===== config.mk =====
export PLATFORM = sky130hd
export DESIGN_NAME = nvm_write_response_timing
export DESIGN_NICKNAME = d
export VERILOG_FILES = /design/src/nvm_resp_pkg.sv /design/src/nvm_write_response_timing.sv
export VERILOG_INCLUDE_DIRS = /design/src /design/src/src
export SDC_FILE = /design/constraint.sdc
export NUM_CORES = 1
export LEC_CHECK = 0
export ABC_CLOCK_PERIOD_IN_PS = 2300
export BUFFER_PORTS_ARGS = -buffer_cell sky130_fd_sc_hd__buf_4
export CORE_MARGIN = 2
export CORE_UTILIZATION = 60
export CTS_CLUSTER_SIZE = 20
export DETAILED_ROUTE_END_ITERATION = 8
export PLACE_DENSITY = 0.79
export SLEW_MARGIN = 20
export SYNTH_ARGS = -nofsm -noshare
export SYNTH_HDL_FRONTEND = slang
export SYNTH_SLANG_ARGS = --single-unit

===== constraint.sdc =====
create_clock -name clk_sys_i -period 2.3 [get_ports clk_sys_i]
set_input_delay 0.46 -clock clk_sys_i [delete_from_list [all_inputs] [get_ports clk_sys_i]]
set_output_delay 0.46 -clock clk_sys_i [all_outputs]
set_load 0.005 [all_outputs]

===== src/nvm_resp_params.svh =====
`ifndef NVM_RESP_PARAMS_SVH
`define NVM_RESP_PARAMS_SVH
// Minimum execution times in nanoseconds.
`define BLOCK_WRITE_EXEC_TIME_4_NS 4660000
`define BLOCK_WRITE_EXEC_TIME_256_NS 4700000
`define OTHER_WRITE_EXEC_TIME_4_NS 6670000
`define OTHER_WRITE_EXEC_TIME_256_NS 6700000
`define CLK_PERIOD_NS 10
// Carrier-period figures of the response slot.
`define NOMINAL_FIRST_RESPONSE_DELAY_FC 4352
`define RESPONSE_SLOT_STEP_FC 4096
`define RESPONSE_TOLERANCE_FC 32
`define BYTE_BITS 8
`endif


===== src/nvm_resp_pkg.sv =====
package nvm_resp_pkg;
  typedef enum logic [1:0] {
    ST_IDLE = 2'b00,
    ST_EXEC = 2'b01,
    ST_WAIT = 2'b10
  } resp_state_type;
  typedef struct packed {
    logic block_kind;
    logic coding_256;
    logic option_flag;
  } write_req_type;
endpackage


===== src/nvm_write_response_timing.sv =====
`timescale 1ns/10ps
`include "nvm_resp_params.svh"
// Behaviour
// - A byte is eight bits b1 to b8, b8 the most significant, as on answer_byte_o.
// - Block-write and key-change commands wait at least 4.66 ms (1-of-4) or 4.7 ms (1-of-256).
// - Other writing commands wait at least 6.67 ms (1-of-4) or 6.7 ms (1-of-256).
// - Option flag clear answers in a standard slot, set answers after the next reader EOF.
// - Slot answers start 4352 plus a multiple of 4096 carrier periods after the EOF edge.
module nvm_write_response_timing
  import nvm_resp_pkg::*;
#(
  parameter int BLOCK_4_CYC = (`BLOCK_WRITE_EXEC_TIME_4_NS + `CLK_PERIOD_NS - 1) / `CLK_PERIOD_NS,
  parameter int BLOCK_256_CYC =
    (`BLOCK_WRITE_EXEC_TIME_256_NS + `CLK_PERIOD_NS - 1) / `CLK_PERIOD_NS,
  parameter int OTHER_4_CYC = (`OTHER_WRITE_EXEC_TIME_4_NS + `CLK_PERIOD_NS - 1) / `CLK_PERIOD_NS,
  parameter int OTHER_256_CYC =
    (`OTHER_WRITE_EXEC_TIME_256_NS + `CLK_PERIOD_NS - 1) / `CLK_PERIOD_NS,
  parameter int FC_W = 20
) (
  input wire logic clk_sys_i,
  input wire logic reset_i,
  input wire logic carrier_clk_i,
  input wire logic eof_i,
  input wire logic start_i,
  input wire write_req_type req_i,
  input wire logic [7:0] answer_byte_i,
  output logic busy_o,
  output logic answer_start_o,
  output logic [7:0] answer_byte_o
);
  localparam logic [FC_W-1:0] T1_FC = FC_W'(`NOMINAL_FIRST_RESPONSE_DELAY_FC);
  localparam logic [FC_W-1:0] STEP_FC = FC_W'(`RESPONSE_SLOT_STEP_FC);

  logic [1:0] fc_sync_r, fc_sync_nxt;
  logic [1:0] eof_sync_r, eof_sync_nxt;
  logic fc_prev_r, fc_prev_nxt;
  logic eof_prev_r, eof_prev_nxt;
  logic fc_edge;
  logic eof_rise;

  // Both link inputs come from the field side, so two stages stand before any logic reads them.
  always_comb begin
    fc_sync_nxt = {fc_sync_r[0], carrier_clk_i};
    eof_sync_nxt = {eof_sync_r[0], eof_i};
    fc_prev_nxt = fc_sync_r[1];
    eof_prev_nxt = eof_sync_r[1];
  end

  always_ff @(posedge clk_sys_i) begin
    if (reset_i) begin
      fc_sync_r <= 2'b00;
      eof_sync_r <= 2'b00;
      fc_prev_r <= 1'b0;
      eof_prev_r <= 1'b0;
    end else begin
      fc_sync_r <= fc_sync_nxt;
      eof_sync_r <= eof_sync_nxt;
      fc_prev_r <= fc_prev_nxt;
      eof_prev_r <= eof_prev_nxt;
    end
  end

  // Carrier edges are found by oversampling; the tolerance of 32 periods absorbs the jitter.
  // The system clock must run well above twice the carrier, or carrier edges are lost.
  assign fc_edge = fc_sync_r[1] & ~fc_prev_r;
  assign eof_rise = eof_sync_r[1] & ~eof_prev_r;

  resp_state_type state_r, state_nxt;
  logic [31:0] exec_cnt_r, exec_cnt_nxt;
  logic [FC_W-1:0] fc_cnt_r, fc_cnt_nxt;
  logic opt_r, opt_nxt;
  logic busy_r, busy_nxt;
  logic start_r, start_nxt;
  logic [7:0] byte_r, byte_nxt;
  logic take_req;
  logic exec_done;
  logic slot_hit;
  logic answer_now;

  // A request is taken only while idle; one that arrives during a write is dropped unseen.
  assign take_req = (state_r == ST_IDLE) && start_i;
  assign exec_done = (state_r == ST_EXEC) && (exec_cnt_r <= 32'd1);

  always_comb begin
    exec_cnt_nxt = exec_cnt_r;
    if (take_req) begin
      if (req_i.block_kind) begin
        exec_cnt_nxt = req_i.coding_256 ? 32'(BLOCK_256_CYC) : 32'(BLOCK_4_CYC);
      end else begin
        exec_cnt_nxt = req_i.coding_256 ? 32'(OTHER_256_CYC) : 32'(OTHER_4_CYC);
      end
    end else if (state_r == ST_EXEC) begin
      exec_cnt_nxt = exec_cnt_r - 32'd1;
    end
  end

  always_ff @(posedge clk_sys_i) begin
    if (reset_i) begin
      exec_cnt_r <= 32'd0;
    end else begin
      exec_cnt_r <= exec_cnt_nxt;
    end
  end

  // Counting restarts at the taken request, which stands in for the request's EOF edge.
  // The counter may wrap while a flag-set answer waits, which does not matter there.
  always_comb begin
    fc_cnt_nxt = fc_cnt_r;
    if (take_req) begin
      fc_cnt_nxt = '0;
    end else if (fc_edge) begin
      fc_cnt_nxt = fc_cnt_r + FC_W'(1);
    end
  end

  always_ff @(posedge clk_sys_i) begin
    if (reset_i) begin
      fc_cnt_r <= '0;
    end else begin
      fc_cnt_r <= fc_cnt_nxt;
    end
  end

  // Slot instants are T1 then every STEP carrier periods after the request EOF.
  assign slot_hit = fc_edge && (fc_cnt_r + FC_W'(1) >= T1_FC) &&
                    ((fc_cnt_r + FC_W'(1) - T1_FC) % STEP_FC == '0);
  assign answer_now = (state_r == ST_WAIT) &&
                      ((opt_r && eof_rise) || (!opt_r && slot_hit));

  always_comb begin
    state_nxt = state_r;
    opt_nxt = opt_r;
    busy_nxt = busy_r;
    start_nxt = 1'b0;
    byte_nxt = byte_r;
    unique case (state_r)
      ST_IDLE: begin
        if (take_req) begin
          state_nxt = ST_EXEC;
          busy_nxt = 1'b1;
          opt_nxt = req_i.option_flag;
          byte_nxt = answer_byte_i;
        end
      end
      ST_EXEC: begin
        if (exec_done) begin
          state_nxt = ST_WAIT;
        end
      end
      ST_WAIT: begin
        // A reader mark seen while the write still runs is lost, so the next one is awaited.
        if (answer_now) begin
          state_nxt = ST_IDLE;
          start_nxt = 1'b1;
          busy_nxt = 1'b0;
        end
      end
      default: begin
        state_nxt = ST_IDLE;
        busy_nxt = 1'b0;
      end
    endcase
  end

  always_ff @(posedge clk_sys_i) begin
    if (reset_i) begin
      state_r <= ST_IDLE;
      opt_r <= 1'b0;
      busy_r <= 1'b0;
      start_r <= 1'b0;
      byte_r <= 8'h00;
    end else begin
      state_r <= state_nxt;
      opt_r <= opt_nxt;
      busy_r <= busy_nxt;
      start_r <= start_nxt;
      byte_r <= byte_nxt;
    end
  end

  assign busy_o = busy_r;
  assign answer_start_o = start_r;
  assign answer_byte_o = byte_r;

  no_early_answer_a: assert property (@(posedge clk_sys_i) disable iff (reset_i)
    answer_start_o |-> $past(state_r) == ST_WAIT)
    else $error("Answer started before the write finished.");

  exec_hold_a: assert property (@(posedge clk_sys_i) disable iff (reset_i)
    (state_r == ST_EXEC && exec_cnt_r > 32'd1) |=> (state_r == ST_EXEC && !answer_start_o))
    else $error("Write timer left before it ran out.");

  slot_taken_a: assert property (@(posedge clk_sys_i) disable iff (reset_i)
    (state_r == ST_WAIT && !opt_r && slot_hit) |=> answer_start_o)
    else $error("Flag-clear answer missed the first slot after the write.");

  slot_answer_a: assert property (@(posedge clk_sys_i) disable iff (reset_i)
    (answer_start_o && !opt_r) |-> $past(slot_hit))
    else $error("Flag-clear answer outside a response slot.");

  eof_answer_a: assert property (@(posedge clk_sys_i) disable iff (reset_i)
    (answer_start_o && opt_r) |-> $past(eof_rise))
    else $error("Flag-set answer not on a reader EOF.");

  block_exec_a: assert property (@(posedge clk_sys_i) disable iff (reset_i)
    (state_r == ST_IDLE && start_i && req_i.block_kind && !req_i.coding_256)
      |=> exec_cnt_r == BLOCK_4_CYC)
    else $error("Block write time loaded wrongly.");

  block_long_exec_a: assert property (@(posedge clk_sys_i) disable iff (reset_i)
    (state_r == ST_IDLE && start_i && req_i.block_kind && req_i.coding_256)
      |=> exec_cnt_r == BLOCK_256_CYC)
    else $error("Block write time for the slow coding loaded wrongly.");

  other_exec_a: assert property (@(posedge clk_sys_i) disable iff (reset_i)
    (state_r == ST_IDLE && start_i && !req_i.block_kind && req_i.coding_256)
      |=> exec_cnt_r == OTHER_256_CYC)
    else $error("Other write time loaded wrongly.");

  other_short_exec_a: assert property (@(posedge clk_sys_i) disable iff (reset_i)
    (state_r == ST_IDLE && start_i && !req_i.block_kind && !req_i.coding_256)
      |=> exec_cnt_r == OTHER_4_CYC)
    else $error("Other write time for the fast coding loaded wrongly.");

  byte_keep_a: assert property (@(posedge clk_sys_i) disable iff (reset_i)
    (state_r == ST_IDLE && start_i) |=> answer_byte_o == $past(answer_byte_i))
    else $error("Answer byte not kept.");

  refused_keep_a: assert property (@(posedge clk_sys_i) disable iff (reset_i)
    (state_r != ST_IDLE && start_i) |=> ($stable(answer_byte_o) && $stable(opt_r)))
    else $error("A command during a write disturbed the running one.");
endmodule // nvm_write_response_timing


==> flow_summary_export.csv <==
group,metric,value,unit
run_status,outcome,"complete, no violations",
timing,rsz0062_at_grt,"false",
cts,htreeDepth,3,
worst_setup_path,critPathArrivalTime,2390,ps
place,dp_cells,520,
place,hpwl,5175,um
worst_setup_path,cp.required,2530,ps
grt,grt_pass1_wl,12540,um
place,gp_congestion,0.8429,
detailed_routing,drc,0,
synthesis,syn_area,3605,um^2
detailed_routing,ant_nets,0,
flow_run,drv_cap,0,
synthesis,postSynthCellCount,429,
timing,worst_pin_slew,483.7,ps
detailed_routing,wl,7391,um
finish,drive_above_1_share,0.1605,
synthesis,yosysUniqueCellTypes,57,
synthesis,yosysWarnings,0,
place,place.port_buffers,25,
timing,hold_viol_final,0,
worst_setup_path,cp_top_family,"simple AND/OR/NAND/NOR gates",
floorplan,io_pins,26,
timing,tns,0,ps
worst_setup_path,start_kind,"flop",
worst_setup_path,path_max_fanout,9,
floorplan,start_util,0.6161,
power_and_ir_drop,power_per_cell_area,650.9,nW/um^2
synthesis,synth_fp_nets,453,
timing,post-route-min-period,2157,ps
timing,period_share,0.9380,
worst_setup_path,path_cells,"nand3_1, nor2_1, or4b_1, a2111o_1, a32oi_2, o32ai_1",
grt,overflow,0,
worst_setup_path,critPathBufInv,0,
cts,numCtsBuffers,9,
timing,skew,5.777,ps
power_and_ir_drop,power,2.664,mW
timing,clock.fmax,0.4635,GHz
synthesis,seq_area_frac_synth,0.3943,
floorplan,fp.dieArea,6644,um^2
detailed_routing,wl_per_cell,13.79,um
finish,fin_util,0.6995,
synthesis,syn-mean-instance-area,8.403,um^2
cts,cts_sinks,71,
floorplan,die_h,81.51,um
grt,grt_max_degree,27,
cts,clkSlewWorstSetupHoldPaths,80,ps
timing,maxSlewViolCount,0,
floorplan,row_count,28,
detailed_routing,vias,3043,
detailed_routing,dr.pass1.iters,4,
timing,hold_slack,323.8,ps
synthesis,ys_ff_latch,71,
finish,nNetsFinal,480,
cts,clk_latency,350,ps
finish,nFillCells,465,
finish,layout_commonest_cell,"dfxtp_1",
worst_setup_path,crit_slowest_cell,"or4b_1",
worst_hold_path,hp-class,"input port to flop",
grt,antenna_found_initial,0,
finish,num_antenna_cells,0,
synthesis,synthArstFlopShare,0,
worst_setup_path,worstSetupEndpointType,"flop",
grt,grt_pass1_vias,2829,
timing,finalSetupViolations,0,
cts,cts_hold_buffers,0,
finish,layout.cells.non_filler,536,
floorplan,core,5851,um^2
grt,track_usage,0.2439,
cts,cts-root-buf,"clkbuf_8",
detailed_routing,drt_iter0_markers,98,
power_and_ir_drop,ir_drop,0.4703,mV
synthesis,synth_edf_count,0,
cts,cts_tree,"yes",
finish,layout_common_cells,"69 x dfxtp_1, 55 x nor2_1, 52 x nand2_1",
worst_setup_path,max_stage_delay,470,ps
finish,syn2layout_area_growth,13.54,%
power_and_ir_drop,leakagePower,1.468,nW
worst_setup_path,path_class,"flop to flop",
synthesis,synth_flop_cell,"dfxtp_1",
detailed_routing,viasPerCell,5.677,
cts,clockBufferDepth,2,
floorplan,chipWidth,81.51,um
timing,slew_headroom,0.6745,
==> cells by family after synthesis <==
group,Yosys count,synth area share
DFF,71,0.3943
AOI/OAI and AO/OA,74,0.1284
and+or+nand+nor,208,0.3193
adders and majority gates,8,0.02777
buffers and inverters,30,0.03193
muxes,7,0.02291
xor gates and xnor gates,31,0.07532
==> power breakdown <==
group	leakage [nW]	switching, mW	internal (mW)
clock network	0.0849	0.483	0.423
logic	0.803	0.229	0.180
registers	0.580	0.0627	1.29
total	1.47	0.774	1.89
==> area by class of cell <==
class	count	area, um^2	share of cell area
inverters	9	33.78	0.008254
multi-input cells	328	2068	0.5053
well taps	75	93.84	0.02293
clock buffers	10	137.6	0.03363
repair buffers	37	290.3	0.07093
clock inverters	6	45.04	0.01101
flip-flops and latches	71	1424	0.3479
==> routing by layer <==
layer	track usage	part of all wire	wire, um
met5	0	0	0
met4	0.09831	0.017	123
met3	0.07143	0.055	410
met2	0.4156	0.49	3596
met1	0.2869	0.44	3259
==> cells in the mapped netlist, types with 6 or more instances <==
cell type   n  area share
nor2b_1     9       0.016
and3_1      6       0.010
dfxtp_1    71        0.39
clkbuf_1   18       0.019
a21oi_1    34       0.047
or3_1      16       0.028
nor2_1     55       0.057
inv_1       9      0.0094
ha_1        8       0.028
o21ai_0    12       0.017
nor4_1      8       0.014
nand4_1     7       0.012
nand2_1    52       0.054
nand3_1    18       0.025
xor2_1     13       0.032
nor3_1      8       0.011
xnor2_1    18       0.044
==> registers in the layout, indices dropped and copies added, names as in the netlist <==
| signal | count |
|---|---|
| busy_o | 1 |
| exec_cnt_r | 32 |
| eof_prev_r | 1 |
| state_r | 2 |
| answer_byte_o | 8 |
| eof_sync_r | 2 |
| answer_start_o | 1 |
| fc_sync_r | 2 |
| opt_r | 1 |
| fc_prev_r | 1 |
| fc_cnt_r | 20 |
==> per-stage QoR <==
stage | area [um^2] | worst slack (ps)
after floorplan | 3605 | 295.8
after detailed placement | 3908 | 160.6
final | 4093 | 142.7
after CTS | 4090 | 126.8
after global routing | 4093 | 3.382
after global placement | 3908 | 225.7
==> worst paths after layout <==
| kind | start | end | slack [ps] | depth (start not counted) |
|---|---|---|---|---|
| worst min-delay path | req_i[2] | exec_cnt_r[19] | 320 | 2 |
| worst max-delay path | fc_cnt_r[5] | state_r[1] | 140 | 6 |
| worst max register to register | fc_cnt_r[5] | state_r[1] | 140 | 6 |
| worst min register to register | fc_sync_r[0] | fc_sync_r[1] | 440 | 1 |
==> repair_timing <==
| item | in CTS | in global routing |
|---|---|---|
| endpoints found under the setup margin | 0 | 3 |
| resized for setup | 0 | 2 |
| setup buffers | 0 | 0 |
| hold endpoints to repair | 0 | 0 |
No activity file was read; power rests on OpenSTA's default activity.
